--- src/verilog/gear_path_pkg.sv ---
package gear_path_pkg;

    // clock and time base
    localparam int CLK_PERIOD_NS      = 8;
    localparam int MS_TIME_NS         = 1_000_000;
    localparam int CYCLES_PER_MS      = (MS_TIME_NS + CLK_PERIOD_NS - 1)
                                        / CLK_PERIOD_NS;

    // setting defaults and limits
    localparam logic [15:0] GEAR_A_NUM_RST = 16'h0000;
    localparam logic [15:0] GEAR_A_DEN_RST = 16'h2710;
    localparam logic [31:0] GEAR_B_NUM_RST = 32'h0000_0000;
    localparam logic [31:0] GEAR_B_DEN_RST = 32'h0000_2710;
    localparam logic [31:0] GEAR_B_MAX     = 32'h7FFF_FFFF;
    localparam logic [1:0]  GEAR_SEL_RST   = 2'h0;
    localparam logic [1:0]  GEAR_SEL_A     = 2'h0;
    localparam logic [1:0]  GEAR_SEL_B     = 2'h1;
    localparam logic [1:0]  GEAR_SEL_PIN   = 2'h2;
    localparam logic [13:0] SMOOTH_MIN_MS  = 14'h0001;
    localparam logic [13:0] SMOOTH_MAX_MS  = 14'h2710;
    localparam logic [13:0] SMOOTH_RST_MS  = 14'h0001;
    localparam logic [13:0] RAMP_MAX_MS    = 14'h2710;
    localparam logic [13:0] RAMP_RST_MS    = 14'h0000;

    // command_input_options digit bits
    localparam int OPT_INHIBIT_BIT = 0;
    localparam int OPT_CLEAR_BIT   = 1;
    localparam logic [3:0] OPT_RST = 4'h0;

    // encoder counts per motor revolution used when a numerator is zero
    localparam logic [31:0] COUNTS_PER_REV_DEF = 32'h0002_0000;

    // datapath widths
    localparam int RATE_W  = 17;
    localparam int SCALE_W = 33;

    typedef struct packed {
        logic [31:0] num;
        logic [31:0] den;
    } gear_cfg_s;

    typedef enum logic [1:0] {
        SCALE_IDLE,
        SCALE_DIV
    } scale_state_e;

endpackage

--- src/verilog/seq_divider.sv ---
`timescale 1ns/10ps
// restoring divider, one quotient bit per clock; start restarts it
module seq_divider #(
    parameter int W = 33
) (
    // clock and reset
    input  wire logic         clk,
    input  wire logic         rst,
    // request
    input  wire logic         start,
    input  wire logic [W-1:0] dividend,
    input  wire logic [W-1:0] divisor,
    // answer
    output logic              busy,
    output logic              done,
    output logic [W-1:0]      quotient,
    output logic [W-1:0]      remainder
);
    logic [W:0]         rs;
    logic [W-1:0]       d_reg;
    logic [$clog2(W+1)-1:0] cnt_reg;

    generate
        if (W < 2) begin : g_bad_w
            $error("seq_divider width too small");
        end
    endgenerate

    assign rs = {remainder, quotient[W-1]};

    always_ff @(posedge clk or posedge rst) begin
        if (rst) begin
            busy      <= 1'b0;
            done      <= 1'b0;
            quotient  <= '0;
            remainder <= '0;
            d_reg     <= '0;
            cnt_reg   <= '0;
        end else begin
            done <= 1'b0;
            if (start) begin
                busy      <= 1'b1;
                quotient  <= dividend;
                remainder <= '0;
                d_reg     <= divisor;
                cnt_reg   <= ($clog2(W+1))'(W);
            end else if (busy) begin
                if (rs >= {1'b0, d_reg}) begin
                    remainder <= W'(rs - {1'b0, d_reg});
                    quotient  <= {quotient[W-2:0], 1'b1};
                end else begin
                    remainder <= rs[W-1:0];
                    quotient  <= {quotient[W-2:0], 1'b0};
                end
                cnt_reg <= cnt_reg - 1'b1;
                if (cnt_reg == 1) begin
                    busy <= 1'b0;
                    done <= 1'b1;
                end
            end
        end
    end
endmodule // seq_divider

--- src/verilog/rate_ramp.sv ---
`timescale 1ns/10ps
// moves the output rate toward the target at rated_rate per ramp time
module rate_ramp #(
    parameter int RW  = 17,
    parameter int CYC = 125000
) (
    // clock and reset
    input  wire logic          clk,
    input  wire logic          rst,
    input  wire logic          clear,
    // setting
    input  wire logic [RW-1:0] target,
    input  wire logic [13:0]   accel_ms,
    input  wire logic [13:0]   decel_ms,
    input  wire logic [RW-1:0] rated_rate,
    // shaped rate, pulses per ms
    output logic [RW-1:0]      rate
);
    logic [13:0] time_ms;
    logic [31:0] thr;
    logic [32:0] acc_reg;
    logic [32:0] acc_sum;

    // slope is rated/ramp, so reaching a target takes ramp*target/rated
    always_comb begin
        time_ms = (rate < target) ? accel_ms : decel_ms;
        thr     = 32'(time_ms * 32'(CYC));
        acc_sum = acc_reg + 33'(rated_rate);
    end

    always_ff @(posedge clk or posedge rst) begin
        if (rst) begin
            rate    <= '0;
            acc_reg <= '0;
        end else if (clear) begin
            rate    <= '0;
            acc_reg <= '0;
        end else if (rate == target) begin
            acc_reg <= '0;
        end else if (time_ms == 0 || rated_rate == 0) begin
            rate    <= target;
            acc_reg <= '0;
        end else if (acc_sum >= {1'b0, thr}) begin
            acc_reg <= acc_sum - {1'b0, thr};
            rate    <= (rate < target) ? rate + 1'b1 : rate - 1'b1;
        end else begin
            acc_reg <= acc_sum;
        end
    end
endmodule // rate_ramp

--- src/verilog/position_command_gear_path.sv ---
`timescale 1ns/10ps
// Summary of operation
// - gear A numerator 0..65535, applied immediately
// - gear A denominator 1..65535, zero never used
// - gear B pair stored as 31-bit positive
// - selector picks A, B, or pin switchover
// - command equals pulses times numerator over denominator
// - zero numerator: denominator is pulses per rev
// - smoothing 1..10000 ms, pulse total preserved
// - ramp 0..10000 ms, zero means none
// - ramp time scales with target over rated
// - inhibit input stops pulse counting
// - option bit 0 enables inhibit input
// - clear input zeroes the deviation register
// - option bit 1 enables clear function
// - clear stops motor, discards remaining pulses
module position_command_gear_path #(
    parameter int          MS_CYCLES      = gear_path_pkg::CYCLES_PER_MS,
    parameter logic [31:0] COUNTS_PER_REV = gear_path_pkg::COUNTS_PER_REV_DEF,
    parameter int          DEV_W          = 40,
    parameter int          IN_W           = 16
) (
    // clock and reset
    input  wire logic                           clk,
    input  wire logic                           rst,
    // command pins from the host
    input  wire logic                           cmd_pulse_in,
    input  wire logic                           cmd_dir_in,
    input  wire logic                           pulse_count_block_in,
    input  wire logic                           deviation_zero_in,
    input  wire logic                           gear_switch_in,
    // settings
    input  wire logic [15:0]                    gear_a_numerator,
    input  wire logic [15:0]                    gear_a_denominator,
    input  wire logic [31:0]                    gear_b_numerator,
    input  wire logic [31:0]                    gear_b_denominator,
    input  wire logic [1:0]                     gear_set_select,
    input  wire logic [13:0]                    command_smoothing_time,
    input  wire logic [13:0]                    ramp_accel_time,
    input  wire logic [13:0]                    ramp_decel_time,
    input  wire logic [3:0]                     command_input_options,
    input  wire logic [gear_path_pkg::RATE_W-1:0] rated_rate,
    // motor command out
    output logic                                motor_step_out,
    output logic                                motor_dir_out,
    // status
    output logic signed [DEV_W-1:0]             position_deviation,
    output logic                                active_gear_b,
    output logic                                scaler_busy
);
    localparam int RW = gear_path_pkg::RATE_W;
    localparam int SW = gear_path_pkg::SCALE_W;
    localparam logic [RW:0] MS_CYC = (RW+1)'(MS_CYCLES);

    generate
        if (MS_CYCLES <= DEV_W || MS_CYCLES >= (1 << RW)) begin : g_bad_ms
            $error("MS_CYCLES does not fit the rate width");
        end
        if (DEV_W < SW + 2 || IN_W < 2) begin : g_bad_w
            $error("deviation or input counter too narrow");
        end
    endgenerate

    // pin synchronisers, stage one is read only by stage two
    logic [4:0] sync1_reg;
    logic [4:0] sync2_reg;
    logic       pulse_prev_reg;

    always_ff @(posedge clk or posedge rst) begin
        if (rst) begin
            sync1_reg      <= '0;
            sync2_reg      <= '0;
            pulse_prev_reg <= 1'b0;
        end else begin
            sync1_reg      <= {gear_switch_in, deviation_zero_in,
                               pulse_count_block_in, cmd_dir_in,
                               cmd_pulse_in};
            sync2_reg      <= sync1_reg;
            pulse_prev_reg <= sync2_reg[0];
        end
    end

    logic pulse_edge;
    logic inhibit;
    logic clear;
    assign pulse_edge = sync2_reg[0] & ~pulse_prev_reg;
    assign inhibit = sync2_reg[2]
                   & command_input_options[gear_path_pkg::OPT_INHIBIT_BIT];
    assign clear = sync2_reg[3]
                 & command_input_options[gear_path_pkg::OPT_CLEAR_BIT];

    // gear pair in use, zero denominators forced to one
    gear_path_pkg::gear_cfg_s cfg_a;
    gear_path_pkg::gear_cfg_s cfg_b;
    gear_path_pkg::gear_cfg_s cfg_sel;
    logic                     want_b;
    logic [31:0]              num_eff;

    always_comb begin
        cfg_a.num = {16'h0000, gear_a_numerator};
        cfg_a.den = (gear_a_denominator == 0) ? 32'h0000_0001
                  : {16'h0000, gear_a_denominator};
        cfg_b.num = gear_b_numerator & gear_path_pkg::GEAR_B_MAX;
        cfg_b.den = ((gear_b_denominator & gear_path_pkg::GEAR_B_MAX) == 0)
                  ? 32'h0000_0001
                  : (gear_b_denominator & gear_path_pkg::GEAR_B_MAX);
        unique case (gear_set_select)
            gear_path_pkg::GEAR_SEL_B:   want_b = 1'b1;
            gear_path_pkg::GEAR_SEL_PIN: want_b = sync2_reg[4];
            default:                     want_b = 1'b0;
        endcase
        cfg_sel = want_b ? cfg_b : cfg_a;
        num_eff = (cfg_sel.num == 0) ? COUNTS_PER_REV : cfg_sel.num;
    end

    // incoming pulses wait here while the scaler is busy
    logic signed [IN_W-1:0] in_count_reg;
    logic                   take;
    logic                   take_dir;

    always_ff @(posedge clk or posedge rst) begin
        if (rst) begin
            in_count_reg <= '0;
        end else if (clear) begin
            in_count_reg <= '0;
        end else begin
            in_count_reg <= in_count_reg
                + ((pulse_edge && !inhibit)
                   ? (sync2_reg[1] ? IN_W'(-1) : IN_W'(1)) : IN_W'(0))
                - (take ? (take_dir ? IN_W'(-1) : IN_W'(1)) : IN_W'(0));
        end
    end

    // scaler: one command pulse per division, remainder kept
    gear_path_pkg::scale_state_e scale_state_reg;
    logic [31:0]                 rem_reg;
    logic [31:0]                 den_reg;
    logic                        rev_reg;
    logic                        div_start;
    logic [SW-1:0]               div_dividend;
    logic                        div_done;
    logic [SW-1:0]               div_q;
    logic [SW-1:0]               div_r;
    logic                        short_rev;

    assign take_dir  = in_count_reg < 0;
    assign take      = (scale_state_reg == gear_path_pkg::SCALE_IDLE)
                     && (in_count_reg != 0) && !clear;
    assign short_rev = take_dir && (num_eff <= rem_reg);
    assign div_start = take && !short_rev;

    // reverse uses ceiling so position stays floor(X*num/den)
    always_comb begin
        if (take_dir) begin
            div_dividend = SW'(num_eff) - SW'(rem_reg) + SW'(cfg_sel.den)
                         - SW'(1);
        end else begin
            div_dividend = SW'(rem_reg) + SW'(num_eff);
        end
    end

    seq_divider #(
        .W(SW)
    ) u_gear_div (
        .clk      (clk),
        .rst      (rst),
        .start    (div_start),
        .dividend (div_dividend),
        .divisor  (SW'(cfg_sel.den)),
        .busy     (),
        .done     (div_done),
        .quotient (div_q),
        .remainder(div_r)
    );

    logic gear_apply;
    assign gear_apply = (scale_state_reg == gear_path_pkg::SCALE_DIV)
                      && div_done && !clear;

    always_ff @(posedge clk or posedge rst) begin
        if (rst) begin
            scale_state_reg <= gear_path_pkg::SCALE_IDLE;
            rem_reg         <= '0;
            den_reg         <= 32'h0000_0001;
            rev_reg         <= 1'b0;
            active_gear_b   <= 1'b0;
        end else if (clear) begin
            scale_state_reg <= gear_path_pkg::SCALE_IDLE;
            rem_reg         <= '0;
        end else begin
            unique case (scale_state_reg)
                gear_path_pkg::SCALE_IDLE: begin
                    if (take) begin
                        active_gear_b <= want_b;
                        den_reg       <= cfg_sel.den;
                        rev_reg       <= take_dir;
                        if (short_rev) begin
                            rem_reg <= rem_reg - num_eff;
                        end else begin
                            scale_state_reg <= gear_path_pkg::SCALE_DIV;
                        end
                    end
                end
                gear_path_pkg::SCALE_DIV: begin
                    if (div_done) begin
                        scale_state_reg <= gear_path_pkg::SCALE_IDLE;
                        rem_reg <= rev_reg
                            ? den_reg - 32'h0000_0001 - div_r[31:0]
                            : div_r[31:0];
                    end
                end
            endcase
        end
    end

    // deviation: scaled counts not yet sent to the motor
    logic signed [DEV_W-1:0] pend_reg;
    logic signed [DEV_W-1:0] pend_next;
    logic                    emit;
    logic [RW:0]             ph_reg;
    logic [RW:0]             ph_sum;
    logic [RW-1:0]           rate;

    assign ph_sum = ph_reg + (RW+1)'(rate);
    assign emit   = (ph_sum >= MS_CYC) && (pend_reg != 0);

    always_comb begin
        pend_next = pend_reg;
        if (gear_apply) begin
            if (rev_reg) begin
                pend_next = pend_next - DEV_W'(div_q);
            end else begin
                pend_next = pend_next + DEV_W'(div_q);
            end
        end
        if (emit) begin
            // only moves counts out, so the total is never altered
            pend_next = (pend_reg < 0) ? pend_next + DEV_W'(1)
                      : pend_next - DEV_W'(1);
        end
    end

    always_ff @(posedge clk or posedge rst) begin
        if (rst) begin
            pend_reg <= '0;
        end else if (clear) begin
            pend_reg <= '0;
        end else begin
            pend_reg <= pend_next;
        end
    end

    // millisecond tick and smoothing target, ceil(|dev| / T) per ms
    logic [31:0]      ms_cnt_reg;
    logic             ms_tick;
    logic [13:0]      smooth_ms;
    logic [13:0]      accel_ms;
    logic [13:0]      decel_ms;
    logic [DEV_W-1:0] pend_abs;
    logic             sm_done;
    logic [DEV_W-1:0] sm_q;
    logic [RW-1:0]    target_reg;

    assign ms_tick  = ms_cnt_reg == 32'(MS_CYCLES - 1);
    assign pend_abs = (pend_reg < 0) ? DEV_W'(-pend_reg) : DEV_W'(pend_reg);

    always_comb begin
        smooth_ms = command_smoothing_time;
        if (smooth_ms < gear_path_pkg::SMOOTH_MIN_MS) begin
            smooth_ms = gear_path_pkg::SMOOTH_MIN_MS;
        end else if (smooth_ms > gear_path_pkg::SMOOTH_MAX_MS) begin
            smooth_ms = gear_path_pkg::SMOOTH_MAX_MS;
        end
        accel_ms = (ramp_accel_time > gear_path_pkg::RAMP_MAX_MS)
                 ? gear_path_pkg::RAMP_MAX_MS : ramp_accel_time;
        decel_ms = (ramp_decel_time > gear_path_pkg::RAMP_MAX_MS)
                 ? gear_path_pkg::RAMP_MAX_MS : ramp_decel_time;
    end

    always_ff @(posedge clk or posedge rst) begin
        if (rst) begin
            ms_cnt_reg <= '0;
        end else if (ms_tick) begin
            ms_cnt_reg <= '0;
        end else begin
            ms_cnt_reg <= ms_cnt_reg + 32'h0000_0001;
        end
    end

    seq_divider #(
        .W(DEV_W)
    ) u_smooth_div (
        .clk      (clk),
        .rst      (rst),
        .start    (ms_tick),
        .dividend (pend_abs + DEV_W'(smooth_ms) - DEV_W'(1)),
        .divisor  (DEV_W'(smooth_ms)),
        .busy     (),
        .done     (sm_done),
        .quotient (sm_q),
        .remainder()
    );

    always_ff @(posedge clk or posedge rst) begin
        if (rst) begin
            target_reg <= '0;
        end else if (clear) begin
            target_reg <= '0;
        end else if (sm_done) begin
            target_reg <= (sm_q > DEV_W'(MS_CYCLES)) ? RW'(MS_CYCLES)
                        : sm_q[RW-1:0];
        end
    end

    rate_ramp #(
        .RW (RW),
        .CYC(MS_CYCLES)
    ) u_ramp (
        .clk       (clk),
        .rst       (rst),
        .clear     (clear),
        .target    (target_reg),
        .accel_ms  (accel_ms),
        .decel_ms  (decel_ms),
        .rated_rate(rated_rate),
        .rate      (rate)
    );

    // spread rate pulses evenly over each millisecond
    always_ff @(posedge clk or posedge rst) begin
        if (rst) begin
            ph_reg             <= '0;
            motor_step_out     <= 1'b0;
            motor_dir_out      <= 1'b0;
            position_deviation <= '0;
            scaler_busy        <= 1'b0;
        end else begin
            ph_reg             <= (ph_sum >= MS_CYC) ? ph_sum - MS_CYC
                                : ph_sum;
            motor_step_out     <= emit && !clear;
            if (emit) begin
                motor_dir_out <= pend_reg < 0;
            end
            position_deviation <= clear ? '0 : pend_next;
            scaler_busy        <= (scale_state_reg != gear_path_pkg::SCALE_IDLE)
                                || (in_count_reg != 0);
        end
    end
endmodule // position_command_gear_path

--- config.mk ---
export PLATFORM = sky130hd
export DESIGN_NAME = position_command_gear_path
export DESIGN_NICKNAME = d
export VERILOG_FILES = /design/src/verilog/gear_path_pkg.sv /design/src/verilog/seq_divider.sv /design/src/verilog/rate_ramp.sv /design/src/verilog/position_command_gear_path.sv
export SDC_FILE = /design/constraint.sdc
export NUM_CORES = 2
export LEC_CHECK = 0
export ABC_AREA = 0
export BUFFER_PORTS_ARGS = -buffer_cell sky130_fd_sc_hd__buf_2
export CAP_MARGIN = 5
export CELL_PAD_IN_SITES_DETAIL_PLACEMENT = 0
export CELL_PAD_IN_SITES_GLOBAL_PLACEMENT = 1
export CORE_ASPECT_RATIO = 1.5
export CORE_MARGIN = 4
export CORE_UTILIZATION = 52
export CTS_CLUSTER_DIAMETER = 80
export DETAILED_ROUTE_END_ITERATION = 16
export PLACE_DENSITY_LB_ADDON = 0.1
export SKIP_LAST_GASP = 1
export SYNTH_ARGS = -nofsm -noshare
export SYNTH_HDL_FRONTEND = slang
export SYNTH_SLANG_ARGS = --single-unit
export TNS_END_PERCENT = 1
--- constraint.sdc ---
create_clock -name clk -period 21.6 [get_ports clk]
set_clock_uncertainty 0.1 [all_clocks]
set_input_delay 2.16 -clock clk [delete_from_list [all_inputs] [get_ports clk]]
set_output_delay 2.16 -clock clk [all_outputs]
set_load 0.01 [all_outputs]
* After elaboration in Yosys (flattened, before gate mapping)
Index checks and enable logic that the tools add are counted.
** Word-level totals
- Output and inout port bits :: 44
- Bits in latches :: 0
- Flip-flop bits (word level) :: 463
- Word-level logic and storage cells :: 194
- Memories :: 0
- Bits in writable memories :: 0
- Bits in read-only memories :: 0
- Input bits :: 168
** Cells by class
- Shift operators :: 0
- Reductions and logical operators :: 31
- Magnitude comparators :: 13
- $mul :: 1
- Bitwise operators :: 5
- Mux-type cells :: 75
- Equal/unequal tests :: 12
- Divide/modulo/power cells :: 0
- Add/subtract/negate cells :: 27
** Operators with widths (count)
- two-way mux 40 bit :: 11
- two-way mux 33 bit :: 10
- two-way mux 32 bit :: 6
- two-way mux 17 bit :: 8
- two-way mux 16 bit :: 6
- two-way mux 14 bit :: 5
- logical NOT 32 bit :: 2
- one-hot mux 32 bit (2 select lines) :: 1
- two-way mux 63 bit :: 1
- two-way mux 31 bit :: 2
- > comparator 14 bit (second input constant) :: 3
- >= comparator 41 x 14 -> 1 bit :: 1
- adder 40 x 14 -> 40 bit :: 1
- adder 40 x 2 -> 40 bit (second input constant) :: 1
- adder 40 x 33 -> 40 bit :: 1
- > comparator 40 x 17 -> 1 bit (second input constant) :: 1
- < comparator 40 x 1 -> 1 bit (second input constant) :: 1
- negation 40 bit :: 1
- nonzero test 40 bit :: 1
- subtractor 40 x 1 -> 40 bit (second input constant) :: 1
- subtractor 40 x 14 -> 40 bit :: 1
- subtractor 40 x 2 -> 40 bit (second input constant) :: 1
- subtractor 40 x 33 -> 40 bit :: 1
- >= comparator 34 x 32 -> 1 bit :: 1
- 53 further kinds :: 96

* Depth between registers and ports, before layout
- Depth in word-level cells :: 11
- Mapped depth :: 48
- Gate-level depth less buffers :: 44

* Hierarchy
A second synthesis with hierarchy kept.
** Second synthesis, totals
- Cell total of the unflattened synthesis :: 6348
- Area, all modules :: 51489.4 um^2
** Modules (own cells, without submodules)
- position_command_gear_path :: area an instance 27064.7 um^2, times used 1, cells an instance 3519
- rate_ramp :: area an instance 9407.8 um^2, times used 1, cells an instance 1081
- seq_divider at u_smooth_div :: area an instance 7937.6 um^2, times used 1, cells an instance 911
- seq_divider at u_gear_div :: area an instance 7079.3 um^2, times used 1, cells an instance 837

* Least setup slack after synthesis
OpenSTA, ideal clock, no wires.
- Kind :: input port to flip-flop
- From :: in ramp_decel_time[12]
- To :: reg u_ramp.acc_reg[12]
- Slack :: 10.595 ns
- Stages :: 35
- Arrival time :: 10.773 ns
- Library setup time :: 0.132 ns
- Required time :: 21.368 ns
- Cell sequence :: or4_1 > o31ai_1 > and2_1 > clkbuf_1 > a22o_1 > ha_1 > fa_1 > fa_1 > inv_1 > fa_1 > inv_1 > ha_1 > inv_1 > fa_1 > inv_1 > ha_1 > and3_1 > a21oi_1 > o21ai_0 > o41ai_1 > o2111ai_1 > a31o_2 > a21oi_1 > xor2_1 > ha_1 > and2_1 > and2_1 > nand3_1 > nor2_1 > a31oi_1 > nor4bb_1 > clkbuf_1 > buf_1 > mux2i_1 > nor2_1
** Between the ends
- Word-level cells in the longest chain between the ends :: 9
** RTL lines
- start: declaration :: RTL line position_command_gear_path.sv:40 : input wire logic [13:0] ramp_decel_time,
- > comparator 14 bit :: RTL line position_command_gear_path.sv:276 : decel_ms = (ramp_decel_time > gear_path_pkg::RAMP_MAX_MS)
- two-way mux 14 bit (*) :: RTL line position_command_gear_path.sv:277 : ? gear_path_pkg::RAMP_MAX_MS : ramp_decel_time;
- two-way mux 14 bit (*) :: RTL line rate_ramp.sv:26 : time_ms = (rate < target) ? accel_ms : decel_ms;
- multiplier 14 x 14 -> 28 bit :: RTL line rate_ramp.sv:27 : thr = 32'(time_ms * 32'(CYC));
- subtractor 33 x 31 -> 33 bit / >= comparator 33 x 31 -> 1 bit (equally long branches) :: RTL line rate_ramp.sv:44, rate_ramp.sv:43
- two-way mux 33 bit :: RTL line rate_ramp.sv:43 : end else if (acc_sum >= {1'b0, thr}) begin
- two-way mux 33 bit (*) :: RTL line rate_ramp.sv:40 : end else if (time_ms == 0 || rated_rate == 0) begin
- two-way mux 33 bit (*) :: RTL line rate_ramp.sv:38 : end else if (rate == target) begin
- two-way mux 33 bit (*) :: RTL line rate_ramp.sv:35 : end else if (clear) begin
- end signal: assignment :: RTL line rate_ramp.sv:44 : acc_reg <= acc_sum - {1'b0, thr};
- end signal: assignment :: RTL line rate_ramp.sv:47 : acc_reg <= acc_sum;
- end: declaration :: RTL line rate_ramp.sv:21 : logic [32:0] acc_reg;
Mark *: on every way between the ends. The rest lies on a longest branch, timed or not.
A chain may end at the register's enable or synchronous reset.

* Worst setup path after layout
- From :: in ramp_decel_time[12]
- To :: reg u_ramp.rate[0]
** Between the ends
- Word-level cells in the longest chain between the ends :: 8
** RTL lines
- > comparator 14 bit :: RTL line position_command_gear_path.sv:276
- two-way mux 14 bit (*) :: RTL line position_command_gear_path.sv:277
- two-way mux 14 bit (*) :: RTL line rate_ramp.sv:26
- branches (longest 5 deep; another with >= comparator 33 x 31 -> 1 bit)
- end signal: assignment :: RTL line rate_ramp.sv:41 : rate <= target;
- end signal: assignment :: RTL line rate_ramp.sv:45 : rate <= (rate < target) ? rate + 1'b1 : rate - 1'b1;
- end: declaration :: RTL line rate_ramp.sv:17 : output logic [RW-1:0] rate
Every way passes the cells marked *. The select of a mux whose other input is x is not followed.

==> flow_metrics.py <==
metrics = {
    "outcome": {
        "status": "finished clean",
    },
    "grt": {
        "top_usage_layer": "met2",
        "grt_pass1_vias": 41020,
        "grt_max_degree": 147,
        "grt.total_usage": 0.2870,
        "gr-total-overflow": 0,
        "grt_use_met2": 0.5251,
        "use_met3": 0.03300,
        "antenna_found_initial": 0,
        "grt_first_pass_wirelength_um": 220200,
        "grtUsageMet1": 0.3195,
    },
    "synth": {
        "syn_area_um2": 46970,
        "synth_xor_area_frac": 0.09231,
        "synth_fa_ha_area_frac": 0.1817,
        "synth_top_family_by_area": "compound AO/OA/AOI/OAI gates",
        "async_reset_ff_frac": 1.000,
        "syn_inst": 5757,
        "synth-simple-area-share": 0.1647,
        "synth-seq-area-share": 0.2451,
        "synth_edf_count": 0,
        "synth_nets": 6547,
        "synthFlopType": "dfrtp_1",
        "ys_ff_latch": 460,
        "ys_warn_count": 0,
        "synthMuxAreaShare": 0.02941,
        "yosysUniqueCellTypes": 88,
        "synth_area_per_cell_um2": 8.158,
        "synth_compound_area_frac": 0.2274,
    },
    "timing": {
        "worstMarginPinSlew_ns": 1.201,
        "slew_headroom": 0.1893,
        "fin_crit_ns": 11.80,
        "setup_tns_ns": 0,
        "finalSetupViolations": 0,
        "slew_viol_final": 0,
        "setup_slack_ns": 9.801,
        "fmax_ghz": 0.08475,
        "period_share": 0.5462,
        "hold_viol": 0,
        "rsz0062_at_grt": "false",
    },
    "clock_network": {
        "clk_latency_ns": 0.64,
        "cts_root_buffer": "clkbuf_16",
        "numClockSinks": 460,
        "path_clk_slew_ns": 0.07,
        "cts_max_level": 2,
        "numCtsBuffers": 53,
        "cts_tree": "done",
        "cts_setup_buffers": 0,
        "cts_resized": 0,
        "ctsHoldBuffers": 0,
        "clockBufferDepth": 3,
    },
    "die": {
        "dieWidth_um": 253.4,
        "die-area_um2": 95290,
        "initial_core_util": 0.5256,
        "rows": 134,
        "ios": 212,
        "coreArea_um2": 89360,
        "die_h_um": 376.1,
    },
    "hold_path": {
        "worstHoldStart": "sync1_reg[2]",
        "hp-class": "flip-flop to flip-flop",
    },
    "pwr": {
        "pwr-share-comb": 0.707,
        "pwr-share-seq": 0.167,
        "peakVddDrop_mv": 0.1088,
        "clock_power_share": 0.125,
        "power.switching_w": 0.003802,
        "leakagePower_nw": 24.78,
        "power_switching_share": 0.4966,
        "internal-power_w": 0.003855,
        "power.density_nw_per_um2": 150.6,
    },
    "critical_path": {
        "critPathKind": "primary input to flip-flop",
        "cp-startpoint": "ramp_decel_time[12]",
        "startpoint_type": "primary input",
        "worstPathArrival_ns": 12.18,
        "max_stage_delay_ns": 0.58,
        "slowest_stage": "buf_4",
        "critPathCaptureType": "flip-flop",
        "critPathMaxFanout": 52,
        "reg2reg_from": "target_reg[15]",
        "worstPathRequired_ns": 21.98,
    },
    "detailed_routing": {
        "drt-total-wl_um": 139700,
        "drc_errors": 0,
        "drtPass1Iterations": 5,
        "wl_per_cell_um": 19.81,
        "post_drt_via_cell_ratio": 5.832,
        "num_vias": 41109,
        "antenna_left": 0,
        "initialDrtViolationCount": 2176,
    },
    "final_layout": {
        "final_core_util": 0.5690,
        "final_common_cell": "ha_1",
        "antennaDiodeCount": 0,
        "area_growth_pct": 8.264,
        "largestRegisters": "position_deviation x40, u_smooth_div.quotient x40, u_smooth_div.remainder x40",
        "nNetsFinal": 6642,
        "multi_input_area_um2": 32760,
        "nFillCells": 8579,
        "seq_area_um2": 11520,
        "final_cell_mix": "ha_1, inv_1, nand2_1, a21oi_1, nor2_1",
        "drive_above_1_share": 0.07789,
    },
    "placed_design": {
        "hpwl_um": 110100,
        "finalWeightedCongestion": 1.005,
        "portBuffers": 207,
        "place_worst_setup_slack_ns": 9.150,
    },
    "run": {
        "max_cap_violations": 0,
    },
}
==> layout make-up <==
type                            count  area share
Tap cell                         1156     0.02845
Clock buffer                       66     0.02864
Timing Repair Buffer              250     0.02697
Multi-Input combinational cell   4567      0.6442
Clock inverter                     30    0.006595
Sequential cell                   460      0.2266
Inverter                          520     0.03853
==> logic make-up (layout without fill, tap and decap cells) <==
logic type	count (synthesis)	count (layout)
AO/OA/AOI/OAI	1670	1670
flip-flops	460	460
adder cells (fa/ha/maj)	622	622
multiplexers	137	137
buffers and inverters	730	866
AND/OR/NAND/NOR	1643	1643
XOR/XNOR	495	495
==> per-stage QoR <==
| stage | cells | area (um2) | power (W) | hold slack, ns |
|---|---|---|---|---|
| floorplan | 5757 | 46970 | 0.005403 | 0.2312 |
| global route | 7049 | 50850 | 0.008372 | 0.2534 |
| CTS | 7049 | 50850 | 0.007681 | 0.2518 |
| finish | 7049 | 50850 | 0.007657 | 0.2504 |
| detailed placement | 6953 | 49060 | 0.006673 | 0.2371 |
| global placement | 6953 | 49060 | 0.006643 | 0.2317 |
==> worst max-delay path, delay by kind of cell <==
family	cells	cell delay [ns]
simple gates	9	2.06
fa+ha+maj	8	3.39
buf+inv	6	0.89
compound gates	11	2.95
xor+xnor	2	0.70
==> synth_stat cells, types with 57 or more instances <==
| master | number | area, um2 |
|---|---|---|
| a211oi_1 | 78 | 585.6 |
| a21o_1 | 176 | 1321 |
| a21oi_1 | 467 | 2337 |
| clkbuf_1 | 169 | 634.4 |
| dfrtp_1 | 459 | 11490 |
| fa_1 | 100 | 2002 |
| ha_1 | 522 | 6531 |
| inv_1 | 518 | 1944 |
| mux2i_1 | 129 | 1291 |
| nand2_1 | 512 | 1922 |
| nand3_1 | 101 | 505.5 |
| nand4_1 | 64 | 400.4 |
| nor2_1 | 463 | 1738 |
| nor2b_1 | 64 | 400.4 |
| nor3_1 | 104 | 520.5 |
| nor4_1 | 57 | 356.6 |
| o21ai_0 | 429 | 2147 |
| o21bai_1 | 64 | 480.5 |
| xnor2_1 | 317 | 2776 |
| xor2_1 | 178 | 1559 |
==> power groups by stage <==
stage	registers, W	logic, W	clock network [W]
2_1_floorplan	0.00120	0.00421	0
3_3_place_gp	0.00129	0.00535	0
3_5_place_dp	0.00130	0.00538	0
4_1_cts	0.00128	0.00541	0.000986
5_1_grt	0.00130	0.00605	0.00102
6_report	0.00128	0.00542	0.000959
==> per-layer routing <==
layer | wire length (um) | vias up
met1 | 54460 | 19545
met5 | 0 | -
met3 | 4975 | 255
met4 | 9821 | 0
li1 | - | 20563
met2 | 70400 | 746
==> path summary, 6_finish.rpt <==
path                                        end  slack (ns)  depth (start not counted)
max reg2reg                      u_ramp.rate[0]        9.99                         40
min in group asynchronous  u_gear_div.d_reg[18]        1.57                          2
min                                sync2_reg[2]        0.25                          0
max in group asynchronous     u_smooth_div.busy       17.37                          4
max                              u_ramp.rate[0]        9.80                         36
min reg2reg                        sync2_reg[2]        0.25                          0
No activity file was read; power rests on OpenSTA's default activity.
